### src/rtl/llsp_pkg.sv
package llsp_pkg;
    // ****************************************
    // Register map
    // ****************************************
    localparam logic [7:0]  OFS_EVTSEL   = 8'h00;
    localparam logic [7:0]  OFS_THRESH   = 8'h04;
    localparam logic [7:0]  OFS_GRPCFG   = 8'h08;
    localparam logic [7:0]  OFS_SMPEN    = 8'h0C;
    localparam logic [7:0]  OFS_COUNTER  = 8'h10;
    localparam logic [7:0]  OFS_STATUS   = 8'h14;
    localparam logic [15:0] LD_LAT_EVENT = 16'h01CD;
    localparam int          GRP_MEMINFO_BIT = 0;
    localparam logic [31:0] RST_EVTSEL   = 32'h0000_0000;
    localparam logic [15:0] RST_THRESH   = 16'h0003;
    localparam logic [31:0] RST_GRPCFG   = 32'h0000_0000;
    localparam logic [31:0] RST_SMPEN    = 32'h0000_0000;
    localparam logic [15:0] L1_HIT_LAT   = 16'h0005;
    // ****************************************
    // Data source codes
    // ****************************************
    localparam logic [3:0] DS_UNKNOWN  = 4'h0;
    localparam logic [3:0] DS_L1       = 4'h1;
    localparam logic [3:0] DS_MERGE    = 4'h2;
    localparam logic [3:0] DS_L2       = 4'h3;
    localparam logic [3:0] DS_L3       = 4'h4;
    localparam logic [3:0] DS_XC_MISS  = 4'h5;
    localparam logic [3:0] DS_XC_HIT   = 4'h6;
    localparam logic [3:0] DS_XC_FWD   = 4'h7;
    localparam logic [3:0] DS_LFAR     = 4'h8;
    localparam logic [3:0] DS_RFAR     = 4'h9;
    localparam logic [3:0] DS_LNEAR    = 4'hA;
    localparam logic [3:0] DS_RNEAR    = 4'hB;
    localparam logic [3:0] DS_RFWD     = 4'hC;
    localparam logic [3:0] DS_RMOD     = 4'hD;
    localparam logic [3:0] DS_IO       = 4'hE;
    localparam logic [3:0] DS_UC       = 4'hF;
    typedef enum logic [3:0] {
        SRC_UNKNOWN = 4'h0,
        SRC_L1      = 4'h1,
        SRC_FB      = 4'h2,
        SRC_L2      = 4'h3,
        SRC_L3      = 4'h4,
        SRC_MEM     = 4'h5,
        SRC_RCACHE  = 4'h6,
        SRC_IO      = 4'h7,
        SRC_UC      = 4'h8
    } llsp_src_t;
endpackage : llsp_pkg

### src/rtl/llsp_sampler.sv
module llsp_sampler #(
    parameter int N_TAGS  = 4,
    parameter int CNT_IDX = 0
) (
    input  wire logic                      core_clk,
    input  wire logic                      reset_n,
    input  wire logic [7:0]                reg_addr,
    input  wire logic [31:0]               reg_wdata,
    input  wire logic                      reg_wr,
    input  wire logic                      reg_rd,
    output logic      [31:0]               reg_rdata,
    input  wire logic                      enh_fmt_ok,
    input  wire logic                      disp_valid,
    input  wire logic [$clog2(N_TAGS)-1:0] disp_tag,
    input  wire logic                      disp_store,
    input  wire logic                      disp_prefetch,
    input  wire logic                      cache_acc_valid,
    input  wire logic [$clog2(N_TAGS)-1:0] cache_acc_tag,
    input  wire logic                      ord_blk_valid,
    input  wire logic [$clog2(N_TAGS)-1:0] ord_blk_tag,
    input  wire logic                      blk_valid,
    input  wire logic [$clog2(N_TAGS)-1:0] blk_tag,
    input  wire logic [3:0]                blk_flags,
    input  wire logic                      wb_valid,
    input  wire logic [$clog2(N_TAGS)-1:0] wb_tag,
    input  wire llsp_pkg::llsp_src_t       wb_src,
    input  wire logic                      wb_snoop,
    input  wire logic                      wb_sib_hit,
    input  wire logic                      wb_sib_fwd,
    input  wire logic                      wb_far,
    input  wire logic                      wb_remote,
    input  wire logic                      wb_modified,
    input  wire logic                      ret_valid,
    input  wire logic [$clog2(N_TAGS)-1:0] ret_tag,
    output logic                           sample_valid,
    output logic      [15:0]               sample_inst_lat,
    output logic      [15:0]               sample_cache_lat,
    output logic      [3:0]                sample_src,
    output logic      [3:0]                sample_info,
    output logic      [31:0]               counter_value
);
    localparam int TW = $clog2(N_TAGS);

    if (N_TAGS < 2 || (N_TAGS & (N_TAGS - 1)) != 0) begin : g_bad_tags
        $error("N_TAGS must be a power of two of at least 2");
    end
    if (CNT_IDX < 0 || CNT_IDX > 31) begin : g_bad_idx
        $error("CNT_IDX out of range");
    end

    typedef struct packed {
        logic [31:0]              evtsel;
        logic [15:0]              thresh;
        logic [31:0]              grpcfg;
        logic [31:0]              smpen;
        logic [31:0]              counter;
        logic [31:0]              rdata;
        logic [N_TAGS-1:0]        busy;
        logic [N_TAGS-1:0]        pf;
        logic [N_TAGS-1:0]        inst_run;
        logic [N_TAGS-1:0]        cache_run;
        logic [N_TAGS-1:0][15:0]  inst_lat;
        logic [N_TAGS-1:0][15:0]  cache_lat;
        logic [N_TAGS-1:0][3:0]   src;
        logic [N_TAGS-1:0][3:0]   info;
        logic                     s_valid;
        logic [15:0]              s_inst;
        logic [15:0]              s_cache;
        logic [3:0]               s_src;
        logic [3:0]               s_info;
    } llsp_state_t;

    llsp_state_t st_ff;
    llsp_state_t nxt_st;

    // ****************************************
    // Source encoding
    // ****************************************
    function automatic logic [3:0] llsp_encode(input llsp_pkg::llsp_src_t s, input logic snoop,
                                               input logic sib_hit, input logic sib_fwd,
                                               input logic far, input logic remote,
                                               input logic modified);
        logic [3:0] code;
        code = llsp_pkg::DS_UNKNOWN;
        unique case (s)
            llsp_pkg::SRC_L1:     code = llsp_pkg::DS_L1;
            llsp_pkg::SRC_FB:     code = llsp_pkg::DS_MERGE;
            llsp_pkg::SRC_L2:     code = llsp_pkg::DS_L2;
            llsp_pkg::SRC_L3: begin
                if (!snoop)        code = llsp_pkg::DS_L3;
                else if (sib_fwd)  code = llsp_pkg::DS_XC_FWD;
                else if (sib_hit)  code = llsp_pkg::DS_XC_HIT;
                else               code = llsp_pkg::DS_XC_MISS;
            end
            llsp_pkg::SRC_MEM: begin
                if (far) code = remote ? llsp_pkg::DS_RFAR : llsp_pkg::DS_LFAR;
                else     code = remote ? llsp_pkg::DS_RNEAR : llsp_pkg::DS_LNEAR;
            end
            llsp_pkg::SRC_RCACHE: code = modified ? llsp_pkg::DS_RMOD : llsp_pkg::DS_RFWD;
            llsp_pkg::SRC_IO:     code = llsp_pkg::DS_IO;
            llsp_pkg::SRC_UC:     code = llsp_pkg::DS_UC;
            default:              code = llsp_pkg::DS_UNKNOWN;
        endcase
        return code;
    endfunction : llsp_encode

    logic ev_sel;
    logic smp_on;
    logic ret_hit;
    logic ret_elig;
    assign ev_sel   = (st_ff.evtsel[15:0] == llsp_pkg::LD_LAT_EVENT) && enh_fmt_ok;
    assign smp_on   = ev_sel && st_ff.smpen[CNT_IDX] && st_ff.grpcfg[llsp_pkg::GRP_MEMINFO_BIT];
    assign ret_hit  = ret_valid && st_ff.busy[ret_tag];
    assign ret_elig = ret_hit && (st_ff.inst_lat[ret_tag] > st_ff.thresh);

    // ****************************************
    // Next state
    // ****************************************
    always_comb begin
        nxt_st = st_ff;
        nxt_st.s_valid = 1'b0;
        nxt_st.rdata = 32'h0000_0000;
        // Latency grows each cycle until writeback, holding at 16'hFFFF; cache latency skips ordering-block cycles
        for (int i = 0; i < N_TAGS; i++) begin
            if (st_ff.inst_run[i] && st_ff.inst_lat[i] != 16'hFFFF)
                nxt_st.inst_lat[i] = st_ff.inst_lat[i] + 16'h0001;
            if (st_ff.cache_run[i] && st_ff.cache_lat[i] != 16'hFFFF &&
                !(ord_blk_valid && ord_blk_tag == TW'(i)))
                nxt_st.cache_lat[i] = st_ff.cache_lat[i] + 16'h0001;
        end
        if (cache_acc_valid && st_ff.busy[cache_acc_tag] && st_ff.inst_run[cache_acc_tag] &&
            !st_ff.cache_run[cache_acc_tag] && st_ff.cache_lat[cache_acc_tag] == 16'h0000) begin
            nxt_st.cache_run[cache_acc_tag] = 1'b1;
            nxt_st.cache_lat[cache_acc_tag] = 16'h0001;
        end
        if (blk_valid && st_ff.busy[blk_tag])
            nxt_st.info[blk_tag] = st_ff.info[blk_tag] | blk_flags;
        if (wb_valid && st_ff.busy[wb_tag] && st_ff.inst_run[wb_tag]) begin
            nxt_st.inst_run[wb_tag]  = 1'b0;
            nxt_st.cache_run[wb_tag] = 1'b0;
            nxt_st.src[wb_tag] = llsp_encode(wb_src, wb_snoop, wb_sib_hit, wb_sib_fwd,
                                             wb_far, wb_remote, wb_modified);
        end
        // Retire frees the entry; sample only for eligible loads
        if (ret_hit) begin
            nxt_st.busy[ret_tag]      = 1'b0;
            nxt_st.inst_run[ret_tag]  = 1'b0;
            nxt_st.cache_run[ret_tag] = 1'b0;
            if (ret_elig && ev_sel)
                nxt_st.counter = st_ff.counter + 32'h0000_0001;
            if (ret_elig && smp_on) begin
                nxt_st.s_valid = 1'b1;
                nxt_st.s_inst  = st_ff.inst_lat[ret_tag];
                nxt_st.s_info  = st_ff.info[ret_tag];
                nxt_st.s_src   = st_ff.pf[ret_tag] ? llsp_pkg::DS_L1 : st_ff.src[ret_tag];
                nxt_st.s_cache = st_ff.pf[ret_tag] ? llsp_pkg::L1_HIT_LAT : st_ff.cache_lat[ret_tag];
            end
        end
        // Stores never take an entry, so they neither count nor sample
        if (disp_valid && !disp_store && !nxt_st.busy[disp_tag]) begin
            nxt_st.busy[disp_tag]      = 1'b1;
            nxt_st.pf[disp_tag]        = disp_prefetch;
            nxt_st.inst_run[disp_tag]  = 1'b1;
            nxt_st.inst_lat[disp_tag]  = 16'h0001;
            nxt_st.cache_run[disp_tag] = 1'b0;
            nxt_st.cache_lat[disp_tag] = 16'h0000;
            nxt_st.src[disp_tag]       = llsp_pkg::DS_UNKNOWN;
            nxt_st.info[disp_tag]      = 4'h0;
        end
        // Software write wins over a same-cycle increment
        if (reg_wr) begin
            unique case (reg_addr)
                llsp_pkg::OFS_EVTSEL:  nxt_st.evtsel  = reg_wdata;
                llsp_pkg::OFS_THRESH:  nxt_st.thresh  = reg_wdata[15:0];
                llsp_pkg::OFS_GRPCFG:  nxt_st.grpcfg  = reg_wdata;
                llsp_pkg::OFS_SMPEN:   nxt_st.smpen   = reg_wdata;
                llsp_pkg::OFS_COUNTER: nxt_st.counter = reg_wdata;
                default: ;
            endcase
        end
        if (reg_rd) begin
            unique case (reg_addr)
                llsp_pkg::OFS_EVTSEL:  nxt_st.rdata = st_ff.evtsel;
                llsp_pkg::OFS_THRESH:  nxt_st.rdata = {16'h0000, st_ff.thresh};
                llsp_pkg::OFS_GRPCFG:  nxt_st.rdata = st_ff.grpcfg;
                llsp_pkg::OFS_SMPEN:   nxt_st.rdata = st_ff.smpen;
                llsp_pkg::OFS_COUNTER: nxt_st.rdata = st_ff.counter;
                llsp_pkg::OFS_STATUS:  nxt_st.rdata = {22'h000000, st_ff.busy[N_TAGS-1:0] != '0,
                                                       ev_sel, smp_on, 1'b0, 4'(st_ff.busy),
                                                       2'h0};
                default:               nxt_st.rdata = 32'h0000_0000;
            endcase
        end
    end

    always_ff @(posedge core_clk or negedge reset_n) begin
        if (!reset_n) begin
            st_ff        <= '0;
            st_ff.evtsel <= llsp_pkg::RST_EVTSEL;
            st_ff.thresh <= llsp_pkg::RST_THRESH;
            st_ff.grpcfg <= llsp_pkg::RST_GRPCFG;
            st_ff.smpen  <= llsp_pkg::RST_SMPEN;
        end else begin
            st_ff <= nxt_st;
        end
    end

    assign reg_rdata        = st_ff.rdata;
    assign sample_valid     = st_ff.s_valid;
    assign sample_inst_lat  = st_ff.s_inst;
    assign sample_cache_lat = st_ff.s_cache;
    assign sample_src       = st_ff.s_src;
    assign sample_info      = st_ff.s_info;
    assign counter_value    = st_ff.counter;
endmodule : llsp_sampler

### config.mk
export PLATFORM = sky130hd
export DESIGN_NAME = llsp_sampler
export DESIGN_NICKNAME = d
export VERILOG_FILES = /design/src/rtl/llsp_pkg.sv /design/src/rtl/llsp_sampler.sv
export SDC_FILE = /design/constraint.sdc
export NUM_CORES = 1
export LEC_CHECK = 0
export ABC_AREA = 1
export BUFFER_PORTS_ARGS = -buffer_cell sky130_fd_sc_hd__buf_2
export CORE_ASPECT_RATIO = 1.75
export CORE_MARGIN = 3
export CORE_UTILIZATION = 45
export CTS_BUF_LIST = sky130_fd_sc_hd__clkbuf_8
export DETAILED_ROUTE_END_ITERATION = 16
export PLACE_DENSITY = 0.7
export SYNTH_ARGS = -nofsm -noshare
export SYNTH_HDL_FRONTEND = slang
export SYNTH_SLANG_ARGS = --single-unit
### constraint.sdc
create_clock -name core_clk -period 2.2 [get_ports core_clk]
set_input_delay 0.22 -clock core_clk [delete_from_list [all_inputs] [get_ports core_clk]]
set_output_delay 0.22 -clock core_clk [all_outputs]
set_load 0.03 [all_outputs]
* Yosys cells after proc, flatten, opt, wreduce, memory -nomap -nowiden *
Cells that the tools add are included.

storage, ports and cells
  register bits after elaboration = 393
  latch bits = 0
  memory bits (writable) = 0
  memory bits (read-only) = 0
  input bits = 79
  output and inout port bits = 105
  logic and storage cells = 239
  memories = 0

operators by class
  add/subtract/negate cells = 9
  multipliers = 0
  divide/modulo/power cells = 0
  $lt $le $gt $ge = 11
  equal/unequal tests = 25
  shifts and indexed selects = 0
  mux-type cells = 86
  bitwise logic cells = 24
  reduce and logical (&&, ||, !) cells = 53

operator list
  operator                 count
  $mux W16                 16
  $pmux W32 S6             1
  $mux W176                1
  $mux W32                 5
  $add A16 B1 Y16 const B  8
  $ne A16 B16 Y1 const B   8
  $and A60 B60 Y60         2
  $not A60 Y60             2
  $bmux W16 S2             3
  $mux W41                 2
  $and A64 B64 Y64         1
  $demux W16 S2            2
  $mux W64                 1
  $not A64 Y64             1
  $mux W4                  10
  $logic_and A1 B1 Y1      37
  $add A32 B1 Y32 const B  1
  $and A16 B16 Y16         2
  $bwmux W16               2
  $pmux W4 S8              1
  $and A4 B4 Y4            6
  $bmux W4 S2              3
  $demux W4 S2             3
  $or A4 B4 Y4             6
  other kinds (27)         84

* Depth between registers and ports, before layout *
  word-level depth = 13
  mapped depth = 24
  depth with buffers taken out = 22

* Worst setup path after synthesis *
No wires, ideal clock.

  path kind = input-to-reg
  from = input ret_tag[1]
  to = register st_ff (netlist bit sample_cache_lat[10])
  setup time = 116 ps
  arrival = 2,490 ps
  required time = 2,084 ps
  slack = -406 ps
  stages on the path = 20
  path buffers = 5
  cells stage by stage = buf_4 -> nor2_1 -> buf_2 -> buf_1 -> a22oi_1 -> o221ai_1 -> ha_1 -> nand2_1 -> nor2_1 -> nand2_1 -> inv_1 -> nand2_1 -> nand2_1 -> nand2_2 -> nor2_4 -> inv_2 -> buf_4 -> buf_6 -> nand2_1 -> nand2_1

on the way
  longest elaborated chain between the ends = 6
  elaborated cells between the ends (all ways) = 14
  those cells by class = order compare (1); mux (9); reduce/logical (4)

ends and longest elaborated chain
  item                                                       line                                      RTL
  start, declared                                            llsp_sampler.sv:34                        input wire logic [$clog2(N_TAGS)-1:0] ret_tag,
  $bmux W16 S2 or $bmux W1 S2 (tied branches)                llsp_sampler.sv:114, llsp_sampler.sv:113
  $mux W16 (implied by the code) or $mux W1 (tied branches)  llsp_sampler.sv:114, llsp_sampler.sv:113
  $gt A16 B16 Y1 or $logic_and A1 B1 Y1 (tied branches)      llsp_sampler.sv:114, llsp_sampler.sv:113
  $logic_and A1 B1 Y1                                        llsp_sampler.sv:114                       assign ret_elig = ret_hit && (st_ff.inst_lat[ret_tag] > st_ff.thresh);
  $logic_and A1 B1 Y1                                        llsp_sampler.sv:151                       if (ret_elig && smp_on) begin
  $reduce_and A2 Y1 (no line)                                n/a
  end signal, assigned                                       llsp_sampler.sv:204                       st_ff <= nxt_st;
  end, declared                                              llsp_sampler.sv:73                        llsp_state_t st_ff;

Several ways; a longest one is shown, not always the timed one. The select of a mux whose other input is x is not followed.
A chain may end at the register's enable or synchronous reset.

==> tab_implementation.tex <==
\begin{tabular}{lr}
\hline
Metric & Value \\
\hline
\multicolumn{2}{l}{\textbf{Logic synthesis}} \\
Dominant combinational cell family by area after synthesis & simple AND/OR/NAND/NOR gates \\
Area share of the largest cell type after synthesis & 42.3\% \\
Count of distinct cell types in the synthesized netlist & 50 \\
Number of enable-type register cells in the synthesized netlist & 0 \\
Synth Flop Type & sky130\_fd\_sc\_hd\_\_dfrtp\_1 \\
Simple-gate portion of the synthesized area & 27.1\% \\
Share of synthesized area spent on multiplexers & 0\% \\
Mean Syn Cell Area & 7.32 sq um \\
Synthesis-stage register bit count & 393 \\
Number of instances in the synthesized netlist & 3159 \\
Warnings from Yosys & 0 \\
Xor and xnor fraction of the mapped netlist area & 3.68\% \\
Compound-cell area share of the yosys netlist & 12.9\% \\
Leading area contributor after synthesis & sky130\_fd\_sc\_hd\_\_dfrtp\_1 \\
Share of the yosys chip area belonging to registers & 42.6\% \\
Share of synthesized flip-flops with an asynchronous set or reset & 100\% \\
Adder and majority cell fraction of the synthesized area & between 1 and 1.5\% \\
Cell Area, Synth & approximately 23000 sq um \\
Biggest area contributors in the synthesized netlist & sky130\_fd\_sc\_hd\_\_dfrtp\_1 42\%, sky130\_fd\_sc\_hd\_\_nand2\_1 16\%, sky130\_fd\_sc\_hd\_\_inv\_1 6.4\%, sky130\_fd\_sc\_hd\_\_o21ai\_0 4.7\%, sky130\_fd\_sc\_hd\_\_buf\_4 3.6\% \\
Syn Nets & 3263 \\
\multicolumn{2}{l}{\textbf{Power}} \\
Maximum resistive drop on vdd & a little over 0.0006 V \\
Overall power & roughly 26 mW \\
Leakage power summed over all cells & between 10 and 15 nW \\
Power per Cell Area & 938 nW/um\^{}2 \\
\multicolumn{2}{l}{\textbf{Setup path}} \\
Worst-case register-to-register setup slack & -0.25 ns \\
Chain of cells forming the critical path & a22oi\_2, o221ai\_2, ha\_1, nand2\_2, nor2\_2, nand2\_1, nand2\_1, nand2\_1, nand2\_2, buf\_6, nand3\_4, buf\_12, nand2\_4, nand3\_2, nand2\_1, inv\_1 \\
Count of buffering cells on the critical path with inverters included & 3 \\
Slowest cell on the critical path & sky130\_fd\_sc\_hd\_\_dfrtp\_1 \\
Number of cells on the worst reg-to-reg path & 16 \\
FF-to-FF End & counter\_value[16] \\
Critical Path AT & 3.01 ns \\
Peak per-stage delay on the critical path & 0.44 ns \\
Classification of the worst setup path & reg -> reg \\
Kind of capture point of the worst setup path & register \\
Startpoint of the lowest-slack register-to-register path & st\_ff[159] \\
Largest fanout on the critical path & 8 \\
Worst EP required & 2.76 ns \\
Kind of start point of the critical path & register \\
Crit path top cell by count & sky130\_fd\_sc\_hd\_\_nand2\_1 \\
Top delay family on crit path & simple AND/OR/NAND/NOR gates \\
\multicolumn{2}{l}{\textbf{Routing}} \\
Number of design rule violations left after detail routing & 0 \\
Total via count after detailed routing & 22614 \\
DRC marker count from the first detailed-route iteration & 1714 \\
Via density & 5.37 \\
Routed Antenna Nets & 0 \\
DR WL/cell & 19.9 microns \\
DRT Wirelength & 83700 microns \\
Drt first pass iters & 8 \\
\multicolumn{2}{l}{\textbf{Placed design}} \\
DP Wirelength & 62000 microns \\
Placed Cells incl. Taps & 4040 \\
Count of input and output buffers & $\sim$180 \\
Routability congestion estimate & 1.02 \\
Post-placement setup slack & -0.585 ns \\
Instance area at placement & 25700 sq um \\
\multicolumn{2}{l}{\textbf{Global route}} \\
GR Util All Layers & 30.1\% \\
Met2 Track Usage GR & 53.8\% \\
Routing usage on met3 & 4.21\% \\
Highest-utilization routing layer at the global route stage & met2 \\
Wire length of the first global-routing pass & 125000 microns \\
Number of global-route vias before repair & $\sim$23000 \\
Largest net degree at the start of global routing & 85 \\
Number of antenna violations at the first check in global routing & 2 \\
M1 GR Usage & 30.1\% \\
Leftover overflow at the end of global routing & 0 \\
\multicolumn{2}{l}{\textbf{Cells and area}} \\
Synth-to-Final Area Change & 21.6\% \\
Util after Layout & 55.5\% \\
Most common library cell in the layout ignoring fill and taps & sky130\_fd\_sc\_hd\_\_nand2\_1 \\
Layout cells sized above 1 & 19.4\% \\
Top library cells by usage in the layout, fill and taps aside & 930 x sky130\_fd\_sc\_hd\_\_nand2\_1, 406 x sky130\_fd\_sc\_hd\_\_inv\_1, 385 x sky130\_fd\_sc\_hd\_\_dfrtp\_1, 238 x sky130\_fd\_sc\_hd\_\_buf\_4, 211 x sky130\_fd\_sc\_hd\_\_nor2\_1 \\
Number of nets in the final layout & 3603 \\
Non-Filler Cell Area, Final & about 28000 sq um \\
Count of non-filler cells in the finished layout & roughly 4200 \\
\multicolumn{2}{l}{\textbf{Timing}} \\
Transition time at the pin with the least slew margin & 0.816 ns \\
Achievable Freq & 0.409 GHz \\
Fin. max-slew vios & 0 \\
Number of setup violations in the final report & between 70 and 80 \\
Post-Route Setup TNS & -12.74 ns \\
Final Hold Violating Endpoints & 0 \\
Ratio of final minimum period to clock period & 111\% \\
Post-route worst setup slack & -0.246 ns \\
RSZ-0062 raised after global routing & yes \\
Minimum hold slack & 0.0475 ns \\
Min cycle time layout & approximately 2.4 ns \\
Worst Clk Skew & about 0.019 ns \\
Headroom to the max-slew limit & 45.6\% \\
\multicolumn{2}{l}{\textbf{Floorplanning}} \\
Placement Rows & 109 \\
Die width & 177 microns \\
Die Y-Extent & 306 microns \\
Overall die area & 54200 sq um \\
Initial Util & 45.7\% \\
Number of top-level pins & around 180 \\
Core region area & 50600 sq um \\
\multicolumn{2}{l}{\textbf{Clock tree}} \\
Clock edge transition at the registers on the reported setup and hold paths & 0.07 ns \\
Root buffer cell & sky130\_fd\_sc\_hd\_\_clkbuf\_8 \\
Clock tree from TritonCTS & yes \\
Clock latency reported for the late side of the worst-skew pair & $\sim$0.67 ns \\
Clock Path Buffers & 3 \\
H-Tree Depth & 2 \\
TritonCTS sink count & 393 \\
Cts bufs inserted & just over 60 \\
\multicolumn{2}{l}{\textbf{Hold path}} \\
Critical hold path startpoint & cache\_acc\_tag[0] \\
Type of the tightest min-delay check & in -> reg \\
Number of stages on the worst hold path & 6 \\
End of the worst hold path & st\_ff[201] \\
\multicolumn{2}{l}{\textbf{Status}} \\
Result of the run & finished with violations \\
Failing checks & setup timing \\
\multicolumn{2}{l}{\textbf{Job}} \\
Maxcap violations & 0 \\
\hline
\end{tabular}
cell type report:
cell class	instances	area, sq um
diodes	3	7.51
clock buffers	80	1100
clock inverters	27	194
fillers	4804	22500
inverters	416	1580
multi-input cells	2134	10800
flip-flops and latches	393	9840
well taps	666	833
repair buffers	491	3760
repair inverters	2	15.0
metal layers:
metal / vias to the layer above / wire length [microns]
li1: 10774 / -
met1: 10502 / 27600
met2: 978 / 42400
met3: 360 / 4820
met4: 0 / 8830
met5: - / 0
logic make-up after synthesis:
| family | count (synthesis) |
|---|---|
| compound gates | 512 |
| xor+xnor | 97 |
| fa+ha+maj | 25 |
| buf+inv | 632 |
| flops | 393 |
| simple gates | 1500 |
repair_timing:
action,CTS,global route
cloned,5,4
pin swaps,18,25
endpoints found under the setup margin,73,94
hold endpoints to repair,488,0
buffers inserted,12,5
resized for setup,77,36
hold buffers,36,0
worst reg2reg max path, cell delays in order (launching register included):
cell and delay, ns:
sky130_fd_sc_hd__dfrtp_1 0.44, sky130_fd_sc_hd__a22oi_2 0.21, sky130_fd_sc_hd__o221ai_2 0.15, sky130_fd_sc_hd__ha_1 0.32
sky130_fd_sc_hd__nand2_2 0.06, sky130_fd_sc_hd__nor2_2 0.12, sky130_fd_sc_hd__nand2_1 0.07, sky130_fd_sc_hd__nand2_1 0.07
sky130_fd_sc_hd__nand2_1 0.06, sky130_fd_sc_hd__nand2_2 0.09, sky130_fd_sc_hd__buf_6 0.13, sky130_fd_sc_hd__nand3_4 0.15
sky130_fd_sc_hd__buf_12 0.22, sky130_fd_sc_hd__nand2_4 0.05, sky130_fd_sc_hd__nand3_2 0.08, sky130_fd_sc_hd__nand2_1 0.09
sky130_fd_sc_hd__inv_1 0.04
cell usage after synthesis, types with 6 or more instances:
library cell / n
sky130_fd_sc_hd__nor3_2: 6
sky130_fd_sc_hd__a41oi_1: 16
sky130_fd_sc_hd__a22oi_1: 27
sky130_fd_sc_hd__nand3_1: 156
sky130_fd_sc_hd__inv_2: 18
sky130_fd_sc_hd__o21ai_0: 218
sky130_fd_sc_hd__a31oi_1: 16
sky130_fd_sc_hd__buf_2: 29
sky130_fd_sc_hd__inv_1: 394
sky130_fd_sc_hd__ha_1: 25
sky130_fd_sc_hd__nand2_1: 963
sky130_fd_sc_hd__nor3_1: 52
sky130_fd_sc_hd__buf_4: 112
sky130_fd_sc_hd__o221ai_1: 10
sky130_fd_sc_hd__nor4_1: 6
sky130_fd_sc_hd__nand2_2: 10
sky130_fd_sc_hd__nand4_1: 71
sky130_fd_sc_hd__a221oi_1: 17
sky130_fd_sc_hd__xor2_1: 90
sky130_fd_sc_hd__o2111ai_1: 7
sky130_fd_sc_hd__o211ai_1: 23
sky130_fd_sc_hd__nor2_1: 217
sky130_fd_sc_hd__a21oi_1: 104
sky130_fd_sc_hd__o22ai_1: 36
sky130_fd_sc_hd__clkbuf_1: 66
sky130_fd_sc_hd__o21ai_1: 26
sky130_fd_sc_hd__dfrtp_1: 391
sky130_fd_sc_hd__xnor2_1: 7
flip-flops by register name (all words and copies together), names as in the netlist, named ones only:
signal,flops
counter_value,32
reg_rdata,32
sample_cache_lat,16
sample_info,4
sample_inst_lat,16
sample_src,4
sample_valid,1
st_ff,284
worst max path at each step:
stage | end | start | depth (start not counted)
2_1_floorplan | sample_cache_lat[10] | ret_tag[1] | 20
3_3_place_gp | sample_cache_lat[14] | ret_tag[0] | 16
3_5_place_dp | sample_cache_lat[14] | ret_tag[0] | 16
4_1_cts | counter_value[28] | st_ff[154] | 18
5_1_grt | counter_value[14] | st_ff[156] | 18
6_report | counter_value[16] | st_ff[159] | 16
report_power, final:
| part | total [mW] | switching, mW | internal, mW |
|---|---|---|---|
| Combinational | 9.49 | 5.71 | 3.77 |
| Sequential | 10.2 | 1.60 | 8.60 |
| Clock | 6.66 | 3.08 | 3.58 |
Note: power is estimated with default switching activity, not from simulation.
